`config.mk`:
```
export PLATFORM = sky130hd
export DESIGN_NAME = csdr_card_specific_data
export DESIGN_NICKNAME = d
export VERILOG_FILES = /design/src/rtl/csdr_pkg.sv /design/src/rtl/csdr_card_specific_data.sv /design/src/rtl/csdr_prog_field.sv
export VERILOG_INCLUDE_DIRS = /design/src /design/src/rtl
export SDC_FILE = /design/constraint.sdc
export NUM_CORES = 1
export LEC_CHECK = 0
export BUFFER_PORTS_ARGS = -buffer_cell sky130_fd_sc_hd__buf_4
export CAP_MARGIN = 20
export CORE_AREA = 2 2 101 103
export DETAILED_ROUTE_END_ITERATION = 7
export DIE_AREA = 0 0 103 105
export PLACE_DENSITY = 0.71
export SLEW_MARGIN = 20
export SYNTH_ARGS = -nofsm -noshare
export SYNTH_HDL_FRONTEND = slang
export SYNTH_SLANG_ARGS = --single-unit
```
`constraint.sdc`:
```
create_clock -name CLK -period 1.12 [get_ports CLK]
set_input_delay 0.056 -clock CLK [delete_from_list [all_inputs] [get_ports CLK]]
set_output_delay 0.056 -clock CLK [all_outputs]
set_load 0.1 [all_outputs]
```
`src/rtl/csdr_regs.svh`:
```
// Field positions, fixed values and reset values of the card specific data record
`ifndef CSDR_REGS_SVH
`define CSDR_REGS_SVH

`define CSDR_WIDTH             128

// Fixed field values
`define CSDR_LAYOUT_VERSION    2'h2
`define CSDR_PROTOCOL_REV      4'h3
`define CSDR_ASYNC_ACCESS      8'h26
`define CSDR_CLOCKED_ACCESS    8'h01
`define CSDR_TRANSFER_RATE     8'h2A
`define CSDR_CMD_CLASSES       12'h0F5
`define CSDR_READ_BLOCK_EXP    4'h9
`define CSDR_ERASE_UNIT_MULT   5'h1F
`define CSDR_PROTECT_UNIT_SIZE 5'h03
`define CSDR_PROTECT_UNIT_EN   1'h1
`define CSDR_DEFAULT_ECC       2'h0
`define CSDR_WRITE_FACTOR      3'h4
`define CSDR_WRITE_BLOCK_EXP   4'h9
`define CSDR_WRITE_PARTIAL     1'h0
`define CSDR_ALWAYS_ONE        1'h1

// Field positions (low bit of each field)
`define CSDR_FLAGS_LSB         8
`define CSDR_CHECKSUM_LSB      1

// Reset values of the programmable fields
`define CSDR_FLAGS_RESET       8'h40
`define CSDR_CHECKSUM_RESET    7'h00

`endif

```
`src/rtl/csdr_pkg.sv`:
```
// Types shared by the card specific data record block
package csdr_pkg;
    typedef logic [127:0] csdr_record_t;
    typedef logic [7:0]   csdr_flags_t;
    typedef logic [6:0]   csdr_checksum_t;
endpackage

```
`src/rtl/csdr_card_specific_data.sv`:
```
// Card specific data record: fixed, model and programmable fields with read port
//
// Summary of operation
// [RQ1] Top bits hold layout version 2, next four bits protocol revision 3, read-only.
// [RQ2] Async access time code at 119:112; clocked access time, 100-cycle units, 111:104.
// [RQ3] Erase unit multiplier at 41:37 is read-only, all ones.
// [RQ4] Protect unit size 3 at 36:32; protect unit enable at 31 reads 1.
// [RQ5] Write block size exponent at 25:22 reads 9, meaning 512-byte blocks.
// [RQ6] Partial write allowed bit 21 reads 0; bits 20:16 read zero.
// [RQ7] Capacity count 73:62 and multiplier 49:47 are per model, read-only.
// [RQ8] Host supplies checksum 7:1; bit 0 always reads 1.
// [RQ9] Layout version stays permanently binary 10.
// [RQ10] Writes change only programmable fields; read-only fields ignore writes.
`include "csdr_regs.svh"

module csdr_card_specific_data #(
    parameter logic [11:0] CAPACITY_COUNT   = 12'h7A7,
    parameter logic [2:0]  CAPACITY_MULT    = 3'h3,
    parameter logic [4:0]  ERASE_UNIT_SIZE  = 5'h00,
    parameter logic [11:0] SUPPLY_CURRENTS  = 12'h000
) (
    // Clock and reset
    input  wire logic                  CLK,
    input  wire logic                  RST_N,
    // Record write from the command layer
    input  wire logic                  WR_STB,
    input  wire csdr_pkg::csdr_record_t WR_DATA,
    // Record read to the command layer
    input  wire logic                  RD_STB,
    output csdr_pkg::csdr_record_t     RD_DATA,
    output logic                       RD_VALID
);
    // ************************************************************
    // Parameter checks
    // ************************************************************
    if (CAPACITY_COUNT == 12'h000)
        $error("capacity count of zero is not a usable card size");

    // ************************************************************
    // Programmable fields
    // ************************************************************
    wire csdr_pkg::csdr_flags_t    flags;
    wire csdr_pkg::csdr_checksum_t checksum;

    // Only bits 15:1 ever reach storage; the rest of a write is dropped
    csdr_prog_field #(
        .WIDTH (8),
        .RESET (`CSDR_FLAGS_RESET)
    ) u_flags (
        .clk        (CLK),
        .rst_n      (RST_N),
        .load       (WR_STB),
        .load_value (WR_DATA[`CSDR_FLAGS_LSB +: 8]),
        .value      (flags)
    ); // RQ10

    csdr_prog_field #(
        .WIDTH (7),
        .RESET (`CSDR_CHECKSUM_RESET)
    ) u_checksum (
        .clk        (CLK),
        .rst_n      (RST_N),
        .load       (WR_STB),
        .load_value (WR_DATA[`CSDR_CHECKSUM_LSB +: 7]),
        .value      (checksum)
    ); // RQ8

    // ************************************************************
    // Record assembly
    // ************************************************************
    wire csdr_pkg::csdr_record_t record_now;

    assign record_now = {
        `CSDR_LAYOUT_VERSION,    // RQ1 RQ9
        `CSDR_PROTOCOL_REV,      // RQ1
        2'h0,
        `CSDR_ASYNC_ACCESS,      // RQ2
        `CSDR_CLOCKED_ACCESS,    // RQ2
        `CSDR_TRANSFER_RATE,
        `CSDR_CMD_CLASSES,
        `CSDR_READ_BLOCK_EXP,
        4'h0,
        2'h0,
        CAPACITY_COUNT,          // RQ7
        SUPPLY_CURRENTS,
        CAPACITY_MULT,           // RQ7
        ERASE_UNIT_SIZE,
        `CSDR_ERASE_UNIT_MULT,   // RQ3
        `CSDR_PROTECT_UNIT_SIZE, // RQ4
        `CSDR_PROTECT_UNIT_EN,   // RQ4
        `CSDR_DEFAULT_ECC,
        `CSDR_WRITE_FACTOR,
        `CSDR_WRITE_BLOCK_EXP,   // RQ5
        `CSDR_WRITE_PARTIAL,     // RQ6
        5'h00,                   // RQ6
        flags,
        checksum,                // RQ8
        `CSDR_ALWAYS_ONE         // RQ8
    };

    // ************************************************************
    // Read port
    // ************************************************************
    // Snapshot taken on the strobe so a shift-out sees a stable record
    wire csdr_pkg::csdr_record_t next_rd_data;

    assign next_rd_data = RD_STB ? record_now : RD_DATA;

    always_ff @(posedge CLK or negedge RST_N)
    begin
        if (!RST_N)
        begin
            RD_DATA  <= '0;
            RD_VALID <= 1'h0;
        end
        else
        begin
            RD_DATA  <= next_rd_data;
            RD_VALID <= RD_STB;
        end
    end

    // ************************************************************
    // Assertions
    // ************************************************************
    property p_header;
        @(posedge CLK) disable iff (!RST_N)
        RD_STB |=> RD_VALID && RD_DATA[127:126] == 2'h2 && RD_DATA[125:122] == 4'h3;
    endproperty
    a_header: assert property (p_header) else $error("header fields wrong"); // RQ1

    property p_access;
        @(posedge CLK) disable iff (!RST_N)
        RD_VALID |-> RD_DATA[119:112] == 8'h26 && RD_DATA[111:104] == 8'h01;
    endproperty
    a_access: assert property (p_access) else $error("access time fields wrong"); // RQ2

    property p_erase;
        @(posedge CLK) disable iff (!RST_N)
        RD_VALID |-> RD_DATA[41:37] == 5'h1F;
    endproperty
    a_erase: assert property (p_erase) else $error("erase multiplier wrong"); // RQ3

    property p_protect;
        @(posedge CLK) disable iff (!RST_N)
        RD_VALID |-> RD_DATA[36:32] == 5'h03 && RD_DATA[31];
    endproperty
    a_protect: assert property (p_protect) else $error("protect unit fields wrong"); // RQ4

    property p_wblock;
        @(posedge CLK) disable iff (!RST_N)
        RD_VALID |-> RD_DATA[25:22] == 4'h9;
    endproperty
    a_wblock: assert property (p_wblock) else $error("write block exponent wrong"); // RQ5

    property p_partial;
        @(posedge CLK) disable iff (!RST_N)
        RD_VALID |-> RD_DATA[21:16] == 6'h00;
    endproperty
    a_partial: assert property (p_partial) else $error("partial bit or reserved set"); // RQ6

    property p_capacity;
        @(posedge CLK) disable iff (!RST_N)
        RD_VALID |-> RD_DATA[73:62] == CAPACITY_COUNT && RD_DATA[49:47] == CAPACITY_MULT;
    endproperty
    a_capacity: assert property (p_capacity) else $error("capacity fields wrong"); // RQ7

    property p_checksum;
        @(posedge CLK) disable iff (!RST_N)
        WR_STB ##1 RD_STB |=> RD_DATA[7:1] == $past(WR_DATA[7:1], 2) && RD_DATA[0];
    endproperty
    a_checksum: assert property (p_checksum) else $error("checksum not as written"); // RQ8

    property p_version_kept;
        @(posedge CLK) disable iff (!RST_N)
        RD_VALID ##1 (!RD_STB)[*2] |-> RD_DATA[127:126] == 2'h2 && $stable(RD_DATA);
    endproperty
    a_version_kept: assert property (p_version_kept) else $error("layout version moved"); // RQ9

    property p_ro_kept;
        @(posedge CLK) disable iff (!RST_N)
        RD_VALID ##1 (RD_STB && WR_STB) |=> RD_DATA[127:16] == $past(RD_DATA[127:16], 1);
    endproperty
    a_ro_kept: assert property (p_ro_kept) else $error("read-only field changed"); // RQ10

    property p_bit_zero;
        @(posedge CLK) disable iff (!RST_N)
        RD_VALID |-> RD_DATA[0];
    endproperty
    a_bit_zero: assert property (p_bit_zero) else $error("bit zero not one"); // RQ8

    // ************************************************************
    // Assertions on reads that follow a write
    // ************************************************************
    // Any write must leave the version, capacity and bit 41:16 fixed fields where they were
    property p_vers_wr;
        @(posedge CLK) disable iff (!RST_N)
        WR_STB ##1 RD_STB |=> RD_DATA[127:126] == 2'h2 && RD_DATA[125:122] == 4'h3;
    endproperty
    a_vers_wr: assert property (p_vers_wr) else $error("version moved by write"); // RQ9

    property p_fixed_wr;
        @(posedge CLK) disable iff (!RST_N)
        WR_STB ##1 RD_STB |=> RD_DATA[41:31] == {5'h1F, 5'h03, 1'h1} &&
            RD_DATA[30:16] == {2'h0, 3'h4, 4'h9, 1'h0, 5'h00};
    endproperty
    a_fixed_wr: assert property (p_fixed_wr) else $error("fixed field written"); // RQ10

    property p_model_wr;
        @(posedge CLK) disable iff (!RST_N)
        WR_STB ##1 RD_STB |=> RD_DATA[73:62] == CAPACITY_COUNT && RD_DATA[49:47] == CAPACITY_MULT;
    endproperty
    a_model_wr: assert property (p_model_wr) else $error("model field written"); // RQ7

    // ************************************************************
    // Read port timing
    // ************************************************************
    property p_valid_one;
        @(posedge CLK) disable iff (!RST_N)
        !RD_STB |=> !RD_VALID;
    endproperty
    a_valid_one: assert property (p_valid_one) else $error("valid without a read");

    // Shift-out relies on the snapshot standing between reads
    property p_rd_hold;
        @(posedge CLK) disable iff (!RST_N)
        !RD_STB |=> $stable(RD_DATA);
    endproperty
    a_rd_hold: assert property (p_rd_hold) else $error("read data moved without a read");
endmodule

```
`src/rtl/csdr_prog_field.sv`:
```
// Programmable record field held in flip-flops, loaded on a write strobe
module csdr_prog_field #(
    parameter int                WIDTH = 8,
    parameter logic [WIDTH-1:0]  RESET = '0
) (
    // Clock and reset
    input  wire logic             clk,
    input  wire logic             rst_n,
    // Load
    input  wire logic             load,
    input  wire logic [WIDTH-1:0] load_value,
    // Held value
    output logic      [WIDTH-1:0] value
);
    // A zero-width field has nothing to hold
    if (WIDTH < 1)
        $error("field width must be at least one");

    wire logic [WIDTH-1:0] next_value;

    assign next_value = load ? load_value : value;

    always_ff @(posedge clk or negedge rst_n)
    begin
        if (!rst_n)
            value <= RESET;
        else
            value <= next_value;
    end
endmodule

```
# Word level (Yosys, flattened, before mapping)
# Index checks and enable logic that the tools add are counted.
totals:
  input_bits: 132
  regBits: 33
  latch_bits: 0
  ramBits: 0
  elab_cells: 4
  rom_bits: 0
  n_memories: 0
classes:
  shift: 0
  addsub: 0
  n_lt_le_gt_ge: 0
  n_mul: 0
  n_reduce_logical: 0
  n_div: 0
  n_bitwise: 0
  n_eq_ne: 0
  n_mux: 0

# Longest topological paths before layout
logic_depth:
  depth_word: 0
  mapped_depth: 3
  mapped_depth_nobuf: 1

# Cells and area by module
# From an unflattened synthesis, not the netlist that was laid out.
unflattened:
  hier_cells: 180
  area_unflattened_um2: 2134.5
by_module_without_submodules:
  columns: ["module", "seq_area_each_um2", "area_each_um2", "cells_per_inst", "instances"]
  rows:
  - ["csdr_card_specific_data", 425.4, 1510.2, 148, 1]
  - ["csdr_prog_field (u_flags)", 201.4, 332.8, 17, 1]
  - ["csdr_prog_field (u_checksum)", 175.2, 291.5, 15, 1]

# Least setup slack after synthesis
# Ideal clock, no wire load.
synth_path:
  kind: "register to output"
  start: "register RD_DATA[0] (netlist name)"
  end: "output port RD_DATA[101]"
  t_arrival_ns: 1.965
  stages_incl_launch_ff: 2
  slack_ns: -0.901
  path_buffers: 1
  path_cell_list: "dfrtp_1 buf_4"
synth_lines:
  columns: ["item", "line_no", "rtl"]
  rows:
  - ["to (decl)", "csdr_card_specific_data.sv:30", "output csdr_pkg::csdr_record_t RD_DATA,"]

==> flow_metrics.tcl <==
set metrics [dict create \
    min_delay_worst_endpoint "u_checksum.value[5]$_DFFE_PN0P_" \
    synth_area_um2 2120 \
    grt_pass1_wl_um 5270 \
    cts_tree "yes" \
    fin_skew_ps 10.5 \
    worstSetupPathType "reg -> out" \
    wl_met1_um 1310 \
    timing.rr.start "RD_DATA[0]$_DFFE_PN0P_" \
    fin_crit_sh_pct 118 \
    grt_max_degree 33 \
    fp.dieH_um 105 \
    cap_violations 0 \
    gp_congestion 0.629 \
    cp-startpoint "RD_DATA[0]$_DFFE_PN0P_" \
    cpMaxStageDelayCell "dfrtp_4" \
    num_vias 1136 \
    syn_inst 180 \
    antenna_found_initial 0 \
    n_antenna_cell 0 \
    switchingPower_mw 2.30 \
    cts_root_buf "clkbuf_8" \
    wl_met3_um 336 \
    numCtsBuffers 5 \
    clk_path_buf_depth 2 \
    violations "setup timing" \
    ys_ff_latch 32 \
    top_layer "met4" \
    dieArea_um2 10800 \
    syn_avg_cell_area_um2 11.8 \
    cts.sinks 32 \
    worstPathRequired_ps 1060 \
    switching_share_pct 52.5 \
    route.met2.wl_um 1940 \
    io_pins 261 \
    yosysSeqAreaShare_pct 37.8 \
    crit_top_cell "buf_12" \
    vias_per_cell 3.08 \
    power_frac_clock_pct 19.1 \
    wl_um 3630 \
    synthTopCellsByArea "buf_4 40%, dfrtp_1 37%, mux2_4 13%" \
    whs_path_depth 2 \
    initial_core_util_pct 22.0 \
    core_area_um2 9640 \
    cts_max_level 2 \
    r2r_cells 3 \
    pwr-share-comb_pct 49.2 \
    rrSetupSlack_ps 0 \
    clock_latency_ps 280 \
    pwr-share-seq_pct 31.6 \
    start_kind "flip-flop" \
    clk_pin_slew_ps 70 \
    critPathMaxStageDelay_ps 510 \
    firstDrtPassIters 2 \
    min_from "WR_DATA[6]" \
    synth_top_area_cell "buf_4" \
    layout-drive-gt1-share_pct 56.4 \
    period_needed_ps 1320 \
    end_kind "output pin" \
    rows 36 \
    dieWidth_um 103 \
    yosysWarnings 0 \
    utilization_pct 30.8 \
    synth.distinct_cells 9 \
    hold_path_class "in -> reg" \
    status "finished, violations left" \
    grt-ovfl-total 0 \
    drc 0 \
    internal_power_mw 2.08 \
    drtIter0Drc 21 \
    crit_family "flip-flops" \
    arrival_ps 1260 \
    final_nets 367 \
    crit_buf_inv 3 \
    pre_cts_slack_ps 38.8 \
    track_usage_pct 6.29 \
    areaGrowthSynthToFinish_pct 39.8 \
    worst_slack_ps -198 \
    finalMaxSlewViolations 0 \
    grt_pass1_vias 1025 \
    grt_setup_unrepaired "true" \
    regToRegEndpoint "RD_DATA[0]$_DFFE_PN0P_" \
    path_cells "buf_12 -> clkbuf_16 -> buf_12" \
    cp_max_fo 5 \
    hold_slack_ps 12.1 \
    p_leak_nw 1.49 \
    port_buffers 74 \
    ir_worst_vdd_mv 0.902 \
    hold_viol 0 \
    synth.top_cell.area_share_pct 39.6 \
    max_freq_mhz 759 \
    postRouteAntennaNets 0 \
    final-setup-viol-count 40 \
    wire_per_inst_um 9.83 \
    cellPowerDensity_nw_per_um2 1480 \
    hpwl_um 2380 \
]
-- cell type report --
class	count	area, um^2
fill	957	6670
timing repair buffer	92	1210
sequential	32	825
multi-input combinational	104	689
tap	133	166
clock buffer	7	76.3
clock inverter	1	5.00
-- cells in the mapped netlist (all sizes together) --
cell	number
buf	116
or2	1
mux2	30
conb	1
dfrtp	31
dfstp	1
-- placed cells by master (no fill, tap or decap) --
cell type      synthesis  layout
clkinv_2               0       1
mux2_2                11      11
dfrtp_2                0      15
dfrtp_4                0       1
clkbuf_1               0       2
clkbuf_8               0       5
buf_4                112      35
dlygate4sd3_1          0      12
buf_12                 2      28
or2_1                  1       1
mux2_4                19      19
buf_6                  2      10
conb_1                 1      73
clkbuf_16              0       1
buf_16                 0       3
dfrtp_1               31      15
dfstp_2                1       1
buf_8                  0       3
-- cell families (layout without fill, tap and decap cells) --
family	after synthesis	after routing	synth area share, %
buf+inv	116	100	42.5
other cells	1	73	0.177
flops	32	32	37.8
mux	30	30	19.3
simple gates	1	1	0.295
-- power by group through the flow --
stage	clock (mW)	sequential [mW]	combinational [mW]
floorplan	0	2.01	1.49
global placement	0	1.40	2.12
detailed placement	0	1.41	2.13
CTS	0.894	1.39	2.16
global route	0.933	1.41	2.22
finish	0.839	1.39	2.16
-- how the worst max path moves through the flow --
stage	endpoint	slack [ps]	cells past startpoint
final	RD_DATA[71]	-200	3
after global routing	RD_DATA[71]	-230	3
after CTS	RD_DATA[39]	-210	2
after detailed placement	RD_DATA[90]	40	1
after global placement	RD_DATA[90]	60	1
after floorplan	RD_DATA[101]	-140	1
-- registers in the layout, indices dropped and copies added (netlist names) --
signal and count:
u_flags.value 8, RD_VALID 1, u_checksum.value 7, RD_DATA 16
-- per-stage QoR --
stage / instance area, um^2 / setup TNS (ps) / power (mW) / std cells
CTS: 2810 / -7240 / 4.44 / 368
global placement: 2240 / 0 / 3.52 / 343
detailed placement: 2240 / 0 / 3.54 / 343
finish: 2970 / -6120 / 4.38 / 369
floorplan: 2440 / -4960 / 3.49 / 252
global route: 2970 / -8050 / 4.56 / 369
-- metal layers --
layer | GRT usage [%] | vias to the layer above
li1 | - | 494
met2 | 10.7 | 94
met5 | 0 | -
met3 | 2.07 | 7
met1 | 7.35 | 541
met4 | 1.97 | 0
-- repair_timing --
action | in CTS | in global routing
setup buffers | 4 | 1
gates resized for setup | 78 | 30
hold endpoints to repair | 42 | 0
cloned | 1 | 1
hold buffers | 12 | 0
endpoints found under the setup margin | 40 | 41
-- worst reg2reg max path, cell delays in order, from the launching register on --
cell and delay, ps:
dfrtp_4 510, buf_12 140, clkbuf_16 160, or2_1 200
Note: power is estimated with default switching activity, not from simulation.
